$ cat config.mk
export PLATFORM = sky130hd
export DESIGN_NAME = interrupt_enable_bank
export DESIGN_NICKNAME = d
export VERILOG_FILES = /design/src/rtl/irq_enable_pkg.sv /design/src/rtl/irq_gate_word.sv /design/src/rtl/interrupt_enable_bank.sv
export SDC_FILE = /design/constraint.sdc
export NUM_CORES = 1
export LEC_CHECK = 0
export BUFFER_PORTS_ARGS = -buffer_cell sky130_fd_sc_hd__buf_2
export CAP_MARGIN = 10
export CORE_ASPECT_RATIO = 0.75
export CORE_MARGIN = 2
export CORE_UTILIZATION = 40
export CTS_CLUSTER_DIAMETER = 200
export DETAILED_ROUTE_END_ITERATION = 10
export HOLD_SLACK_MARGIN = 0.02
export PLACE_DENSITY = 0.72
export SYNTH_ARGS = -nofsm -noshare
export SYNTH_HDL_FRONTEND = slang
export SYNTH_SLANG_ARGS = --single-unit
$ cat constraint.sdc
create_clock -name clk -period 2.1 [get_ports clk]
set_input_delay 0.105 -clock clk [delete_from_list [all_inputs] [get_ports clk]]
set_output_delay 0.105 -clock clk [all_outputs]
set_load 0.01 [all_outputs]
$ cat src/rtl/irq_enable_pkg.sv
// Purpose: Constants, types and decode helper for the interrupt enable bank
// Assumes: Registers reached over Avalon-MM, byte addresses, 32-bit data
// Notes:   Enable words are 16 bits wide and sit in the low half of a word
package irq_enable_pkg;

  localparam int WORD_W    = 16;
  localparam int NUM_WORDS = 3;
  localparam int EVT_W     = 3;

  // ----------------------------------------------------------------
  // Register byte offsets
  // ----------------------------------------------------------------
  localparam logic [4:0] OFS_EN0    = 5'h00;
  localparam logic [4:0] OFS_EN1    = 5'h04;
  localparam logic [4:0] OFS_EN2    = 5'h08;
  localparam logic [4:0] OFS_STATUS = 5'h0C;
  localparam logic [4:0] OFS_MASK   = 5'h10;

  // ----------------------------------------------------------------
  // Source bit positions
  // ----------------------------------------------------------------
  localparam int BIT_EXT_PIN0    = 0;
  localparam int BIT_CAPTURE1    = 1;
  localparam int BIT_I2C1_SLAVE  = 0;
  localparam int BIT_I2C1_MASTER = 1;
  localparam int BIT_COMPARATOR  = 2;
  localparam int BIT_PIN_CHANGE  = 3;
  localparam int BIT_EXT_PIN1    = 4;
  localparam int BIT_COMPARE3    = 9;
  localparam int BIT_TIMER4      = 11;
  localparam int BIT_TIMER5      = 12;
  localparam int BIT_EXT_PIN2    = 13;
  localparam int BIT_SERIAL2_RX  = 14;
  localparam int BIT_SERIAL2_TX  = 15;
  localparam int BIT_SPI2_FAULT  = 0;
  localparam int BIT_SPI2_EVENT  = 1;
  localparam int BIT_CAPTURE3    = 5;

  // Implemented bits of each enable word, index 0 is the first word
  localparam logic [NUM_WORDS-1:0][WORD_W-1:0] IMPL_MASK = {16'h0023, 16'hFA1F, 16'hBFEF};

  localparam logic [WORD_W-1:0] EN_RESET  = 16'h0000;
  localparam logic [EVT_W-1:0]  EVT_RESET = 3'h0;
  localparam logic [1:0]        RESP_OKAY   = 2'h0;
  localparam logic [1:0]        RESP_DECERR = 2'h3;

  typedef enum {SEL_EN0, SEL_EN1, SEL_EN2, SEL_STATUS, SEL_MASK, SEL_NONE} reg_sel_t;
  typedef enum {BUS_IDLE, BUS_ACK} bus_phase_t;

  function automatic reg_sel_t reg_decode(input logic [4:0] addr);
    case (addr)
      OFS_EN0:    return SEL_EN0;
      OFS_EN1:    return SEL_EN1;
      OFS_EN2:    return SEL_EN2;
      OFS_STATUS: return SEL_STATUS;
      OFS_MASK:   return SEL_MASK;
      default:    return SEL_NONE;
    endcase
  endfunction

endpackage

$ cat src/rtl/irq_gate_word.sv
// Purpose: Gates one word of interrupt requests by its enable bits
// Assumes: Requests come from logic on the same clock
// Notes:   One cycle of latency; the output is a flip-flop
`timescale 1ns/1ps
module irq_gate_word #(
  parameter logic [15:0] IMPL = 16'h0000
) (
  // Clock and reset
  input  wire logic        clk,
  input  wire logic        reset,
  // Requests and enables
  input  wire logic [15:0] req,
  input  wire logic [15:0] en,
  // Gated requests
  output logic      [15:0] gated
);
  import irq_enable_pkg::*;

  typedef struct packed {
    logic [WORD_W-1:0] gated;
  } gate_state_t;

  gate_state_t s_r;
  gate_state_t s_nxt;

  // Unimplemented positions never pass, whatever the enable holds
  always_comb begin
    s_nxt       = s_r;
    s_nxt.gated = req & en & IMPL;
  end

  always_ff @(posedge clk) begin
    if (reset) begin
      s_r.gated <= EN_RESET;
    end else begin
      s_r <= s_nxt;
    end
  end

  assign gated = s_r.gated;

endmodule // irq_gate_word

$ cat src/rtl/interrupt_enable_bank.sv
// Purpose: Software enable bits that gate peripheral interrupt requests
// Assumes: Avalon-MM slave with waitrequest, requests on the same clock
// Notes:   Summary of rules below; status collects word activity, mask selects which status bits raise irq
//
// Summary of operation
// - Set enable passes request, clear blocks it
// - Unimplemented bits read zero, ignore writes
// - Word0 bit1 gates input capture one
// - Word0 bit0 gates external pin zero
// - Word1 bit1 gates I2C1 master events
// - Word1 bit0 gates I2C1 slave events
// - Word2 bit5 gates input capture three
// - Word2 bit1 gates SPI2 event request
// - Word2 bit0 gates SPI2 fault request
`timescale 1ns/1ps
module interrupt_enable_bank (
  // Clock and reset
  input  wire logic        clk,
  input  wire logic        reset,
  // Avalon-MM slave
  input  wire logic [4:0]  avs_address,
  input  wire logic        avs_read,
  input  wire logic        avs_write,
  input  wire logic [31:0] avs_writedata,
  input  wire logic [3:0]  avs_byteenable,
  output logic      [31:0] avs_readdata,
  output logic      [1:0]  avs_response,
  output logic             avs_waitrequest,
  // Raw requests from the sources
  input  wire logic [15:0] req_word0,
  input  wire logic [15:0] req_word1,
  input  wire logic [15:0] req_word2,
  // Gated requests to the processor
  output logic      [15:0] gated_word0,
  output logic      [15:0] gated_word1,
  output logic      [15:0] gated_word2,
  // Summary interrupt
  output logic             irq
);
  import irq_enable_pkg::*;

  // ----------------------------------------------------------------
  // State
  // ----------------------------------------------------------------
  typedef struct packed {
    bus_phase_t                        phase;
    logic                              waitreq;
    logic [31:0]                       rdata;
    logic [1:0]                        resp;
    logic [NUM_WORDS-1:0][WORD_W-1:0]  en;
    logic [EVT_W-1:0]                  status;
    logic [EVT_W-1:0]                  mask;
    logic                              irq;
  } bank_state_t;

  bank_state_t s_r;
  bank_state_t s_nxt;

  reg_sel_t                         sel;
  logic                             commit;
  logic [NUM_WORDS-1:0][WORD_W-1:0] req_w;
  logic [NUM_WORDS-1:0][WORD_W-1:0] gated_w;
  logic [EVT_W-1:0]                 evt_set;
  logic [EVT_W-1:0]                 evt_clr;

  assign req_w = {req_word2, req_word1, req_word0};

  // ----------------------------------------------------------------
  // Gating, one instance per enable word
  // ----------------------------------------------------------------
  genvar k;
  generate
    for (k = 0; k < NUM_WORDS; k++) begin : g_word
      irq_gate_word #(
        .IMPL (IMPL_MASK[k])
      ) u_gate (
        .clk   (clk),
        .reset (reset),
        .req   (req_w[k]),
        .en    (s_r.en[k]),
        .gated (gated_w[k])
      );
      assign evt_set[k] = |gated_w[k];
    end
  endgenerate

  // Byte-lane merge for 16-bit registers; lanes 3:2 carry nothing here
  function automatic logic [WORD_W-1:0] lane_merge(input logic [WORD_W-1:0] old_v,
                                                   input logic [31:0]       wdata,
                                                   input logic [3:0]        be);
    logic [WORD_W-1:0] v;
    v = old_v;
    if (be[0]) begin
      v[7:0] = wdata[7:0];
    end
    if (be[1]) begin
      v[15:8] = wdata[15:8];
    end
    return v;
  endfunction

  // Read value of a register, upper half always zero
  function automatic logic [31:0] read_mux(input reg_sel_t    rs,
                                           input bank_state_t st);
    logic [31:0] r;
    r = 32'h0000_0000;
    case (rs)
      SEL_EN0:    r[WORD_W-1:0] = st.en[0];
      SEL_EN1:    r[WORD_W-1:0] = st.en[1];
      SEL_EN2:    r[WORD_W-1:0] = st.en[2];
      SEL_STATUS: r[EVT_W-1:0]  = st.status;
      SEL_MASK:   r[EVT_W-1:0]  = st.mask;
      default:    r = 32'h0000_0000;
    endcase
    return r;
  endfunction

  // ----------------------------------------------------------------
  // Next state
  // ----------------------------------------------------------------
  // A request is accepted in IDLE and answered one cycle later; the
  // write lands on the edge where waitrequest is sampled low.
  // Read data is taken one edge early, so a read right after a write
  // still sees the new value: the write lands before the next take.
  always_comb begin
    s_nxt   = s_r;
    sel     = reg_decode(avs_address);
    commit  = (s_r.phase == BUS_ACK) && avs_write;
    evt_clr = '0;

    case (s_r.phase)
      BUS_IDLE: begin
        if (avs_read || avs_write) begin
          s_nxt.phase   = BUS_ACK;
          s_nxt.waitreq = 1'b0;
          s_nxt.rdata   = avs_read ? read_mux(sel, s_r) : 32'h0000_0000;
          s_nxt.resp    = (sel == SEL_NONE) ? RESP_DECERR : RESP_OKAY;
        end
      end
      BUS_ACK: begin
        s_nxt.phase   = BUS_IDLE;
        s_nxt.waitreq = 1'b1;
      end
      default: begin
        s_nxt.phase   = BUS_IDLE;
        s_nxt.waitreq = 1'b1;
      end
    endcase

    if (commit) begin
      case (sel)
        SEL_EN0: begin
          s_nxt.en[0] = lane_merge(s_r.en[0], avs_writedata, avs_byteenable)
                        & IMPL_MASK[0];
        end
        SEL_EN1: begin
          s_nxt.en[1] = lane_merge(s_r.en[1], avs_writedata, avs_byteenable)
                        & IMPL_MASK[1];
        end
        SEL_EN2: begin
          s_nxt.en[2] = lane_merge(s_r.en[2], avs_writedata, avs_byteenable)
                        & IMPL_MASK[2];
        end
        SEL_STATUS: begin
          evt_clr = avs_writedata[EVT_W-1:0] & {EVT_W{avs_byteenable[0]}};
        end
        SEL_MASK: begin
          if (avs_byteenable[0]) begin
            s_nxt.mask = avs_writedata[EVT_W-1:0];
          end
        end
        default: begin
          s_nxt.mask = s_r.mask;
        end
      endcase
    end

    // A new event in the clearing cycle survives the clear
    s_nxt.status = (s_r.status & ~evt_clr) | evt_set;
    s_nxt.irq    = |(s_nxt.status & s_nxt.mask);
  end

  always_ff @(posedge clk) begin
    if (reset) begin
      s_r.phase   <= BUS_IDLE;
      s_r.waitreq <= 1'b1;
      s_r.rdata   <= 32'h0000_0000;
      s_r.resp    <= RESP_OKAY;
      s_r.en      <= {NUM_WORDS{EN_RESET}};
      s_r.status  <= EVT_RESET;
      s_r.mask    <= EVT_RESET;
      s_r.irq     <= 1'b0;
    end else begin
      s_r <= s_nxt;
    end
  end

  // ----------------------------------------------------------------
  // Outputs
  // ----------------------------------------------------------------
  assign avs_readdata    = s_r.rdata;
  assign avs_response    = s_r.resp;
  assign avs_waitrequest = s_r.waitreq;
  assign gated_word0     = gated_w[0];
  assign gated_word1     = gated_w[1];
  assign gated_word2     = gated_w[2];
  assign irq             = s_r.irq;

  // Positions of the second word, rebuilt from the named bits
  localparam logic [WORD_W-1:0] POS_MASK1 =
    WORD_W'((1 << BIT_SERIAL2_TX) | (1 << BIT_SERIAL2_RX) | (1 << BIT_EXT_PIN2) |
            (1 << BIT_TIMER5) | (1 << BIT_TIMER4) | (1 << BIT_COMPARE3) |
            (1 << BIT_EXT_PIN1) | (1 << BIT_PIN_CHANGE) | (1 << BIT_COMPARATOR) |
            (1 << BIT_I2C1_MASTER) | (1 << BIT_I2C1_SLAVE));
endmodule // interrupt_enable_bank

==> results.sh <==
export IMPL_status="finished, violations left"
export IMPL_violations="design-rule violations"
export IMPL_h_tree_depth=3
export IMPL_pin_count=177
export IMPL_start_kind="flop"
export IMPL_layout_nets=603
export IMPL_syn_inst=389
export IMPL_antenna_found_initial=0
export IMPL_dr_pass1_iters=7
export IMPL_insertion_delay_ps=340
export IMPL_p_per_area_nw_per_um2=753.2
export IMPL_globalplace_congestion=0.8998
export IMPL_synth_enable_flop_cells=0
export IMPL_grt_max_degree=33
export IMPL_rows=29
export IMPL_post_route_util_pct=53.59
export IMPL_reg2reg_slack_ps=280
export IMPL_fin_crit_sh_pct=86.58
export IMPL_root_buffer="clkbuf_16"
export IMPL_synth_distinct_cells=45
export IMPL_post_route_min_period_ps=1818
export IMPL_area_growth_pct=28.88
export IMPL_clkSinkCount=82
export IMPL_grt_overflow=0
export IMPL_die_w_um=113.0
export IMPL_crit_arrival_ps=2030
export IMPL_drv_cap=0
export IMPL_synthTopCellsByArea="dfxtp_1 (46%), buf_4 (11%), mux2i_1 (8.2%)"
export IMPL_drive_above_1_share_pct=26.21
export IMPL_path_class="reg2reg"
export IMPL_cts_buffers=9
export IMPL_clk_pin_slew_ps=60
export IMPL_wl_per_cell_um=14.83
export IMPL_synth_top_area_cell="dfxtp_1"
export IMPL_crit_path_top_delay_cell="o31ai_1"
export IMPL_cts_buffer_depth=2
export IMPL_core_area_um2=8563
export IMPL_syn_cell_area_um2=3561
export IMPL_multi_input_area_um2=1551
export IMPL_yosys_area_top_type_share_pct=46.10
export IMPL_drtAntennaViolNets=0
export IMPL_drc_errors=8
export IMPL_async_flop_share_pct=0
export IMPL_hp_class="in2reg"
export IMPL_setup_violations=0
export IMPL_setup_tns_ps=0
export IMPL_die_area_um2=9681
export IMPL_peakVddDrop_mv=0.4892
export IMPL_drtIter0Drc=163
export IMPL_port_buffers=102
export IMPL_drv_slew=0
export IMPL_routed_wl_mm=9.241
export IMPL_vias=3068
export IMPL_grt_pass1_wl_mm=14.31
export IMPL_grt_pass1_vias=2939
export IMPL_end_kind="flop"
export IMPL_skew_ps=7.140
export IMPL_synth_seq_cells=82
export IMPL_dp_hpwl_mm=6.606
export IMPL_cpPeakStageDelay_ps=410
export IMPL_yosysWarnings=0
export IMPL_crit_chain="nand3_1 > o31ai_1 > a21oi_1 > a221o_1"
export IMPL_relSlewSlack_pct=59.81
export IMPL_fillers=790
export IMPL_cts_tree="built"
export IMPL_synth_seq_area_share_pct=46.10
export IMPL_worstMarginPinSlew_ps=602.9
export IMPL_worst_endpoint_required_ps=2320
export IMPL_track_usage_pct=19.09
export IMPL_diodes=0
export IMPL_synthFlopType="dfxtp_1"
export IMPL_die_y_um=85.71
export IMPL_via_per_inst=4.925
export IMPL_rsz0062_at_grt="no"
export IMPL_hold_viol=0
export IMPL_start_util_pct=41.58
export IMPL_avgSynthCellArea_um2=9.154
export IMPL_crit_fanout=6
export IMPL_p_leak_uw=0.002184
export IMPL_max_freq_ghz=0.5500
export IMPL_register_area_um2=1642
## layout make-up
type	count	area share, %
sequential	82	35.77
tap	108	2.944
timing repair buffer	147	20.50
clock buffer	10	5.207
inverter	2	0.1636
clock inverter	6	1.609
multi-input combinational	268	33.81
## kinds of logic after synthesis
kind of cell    synth area share (%)
compound gates                 8.785
buf+inv                        14.02
flops                          46.10
mux                            9.100
other cells                   0.1053
simple gates                   21.89
## layout by cell type, fill, tap and decap left out, types with 2 or more instances in the layout
master         instances
buf_2                102
dfxtp_1               82
nor2_1                64
dlygate4sd3_1         37
conb_1                36
nand2_1               34
mux2i_1               29
and3_1                16
a21oi_1               14
nand3_1               11
clkbuf_16              9
o21ai_0                8
buf_4                  8
nand4_1                6
nor2b_1                5
nor4_1                 5
a22o_1                 4
nor3_1                 3
o31ai_1                3
and3b_1                3
a32oi_1                3
a21o_1                 2
inv_1                  2
clkinvlp_4             2
## sequential cells by signal, summed over array words and instances, names as in the netlist
name                 flops
s_r                     35
irq                      1
g_word.u_gate.gated     28
avs_waitrequest          1
avs_response             1
avs_readdata            16
## metal layers
metal	vias up	part of all wire [%]	global-route usage, %
met5	-	0	0
met1	1462	44	23.66
met2	115	48	32.53
li1	1479	-	-
met4	0	1.2	5.876
met3	12	6.9	5.442
## Yosys cell counts, types with 2 or more instances
| master | instances |
|---|---|
| a21o_1 | 2 |
| dfxtp_1 | 82 |
| nor3_1 | 3 |
| nor2b_1 | 5 |
| clkbuf_1 | 13 |
| nand4_1 | 6 |
| mux2i_1 | 29 |
| and3_1 | 16 |
| and3b_1 | 3 |
| buf_4 | 54 |
| inv_1 | 2 |
| buf_2 | 3 |
| a21oi_1 | 14 |
| nand3_1 | 11 |
| nor2_1 | 64 |
| o31ai_1 | 3 |
| nor4_1 | 5 |
| a32oi_1 | 3 |
| a22o_1 | 4 |
| nand2_1 | 34 |
| buf_6 | 2 |
| o21ai_0 | 8 |
## where the power goes
part / internal [uW] / switching, uW / total [uW]
sequential: 1560 / 4.89 / 1570
clock: 968 / 662 / 1630
combinational: 112 / 150 / 262
## path summary, 6_finish.rpt
check | from | endpoint | cells past startpoint
worst max register to register | s_r[90]$_SDFFE_PP0N_ | irq$_SDFF_PP0_ | 4
worst min-delay path | avs_writedata[5] | s_r[12]$_SDFFE_PP0P_ | 3
worst max-delay path | s_r[90]$_SDFFE_PP0N_ | irq$_SDFF_PP0_ | 4
worst min register to register | s_r[16]$_SDFFE_PP0P_ | g_word[0].u_gate.gated[9]$_SDFF_PP0_ | 2
## critical path, delay by kind of cell (launching register included)
kind	cells	cell delay, ps
AO/OA/AOI/OAI	3	920
flip-flops	1	400
AND/OR/NAND/NOR	1	370
## what timing repair did
action | 4_1_cts | 5_1_grt
hold endpoints to repair | 37 | 0
setup buffers | 0 | 0
hold buffers | 37 | 0
gates resized for setup | 0 | 0
endpoints found under the setup margin | 0 | 0
## metrics by stage
step	setup WS, ps	area [um2]	hold WS (ps)	std cells	power, uW
final	281.8	4589	25.58	623	3457
after global routing	240.3	4589	30.93	623	3576
after CTS	321.3	4589	21.88	623	3483
after detailed placement	259.4	3906	329.2	570	1803
after global placement	311.4	3906	321.8	570	1800
after floorplan	568.5	3692	225.6	424	1764
No activity file was read; power rests on OpenSTA's default activity.
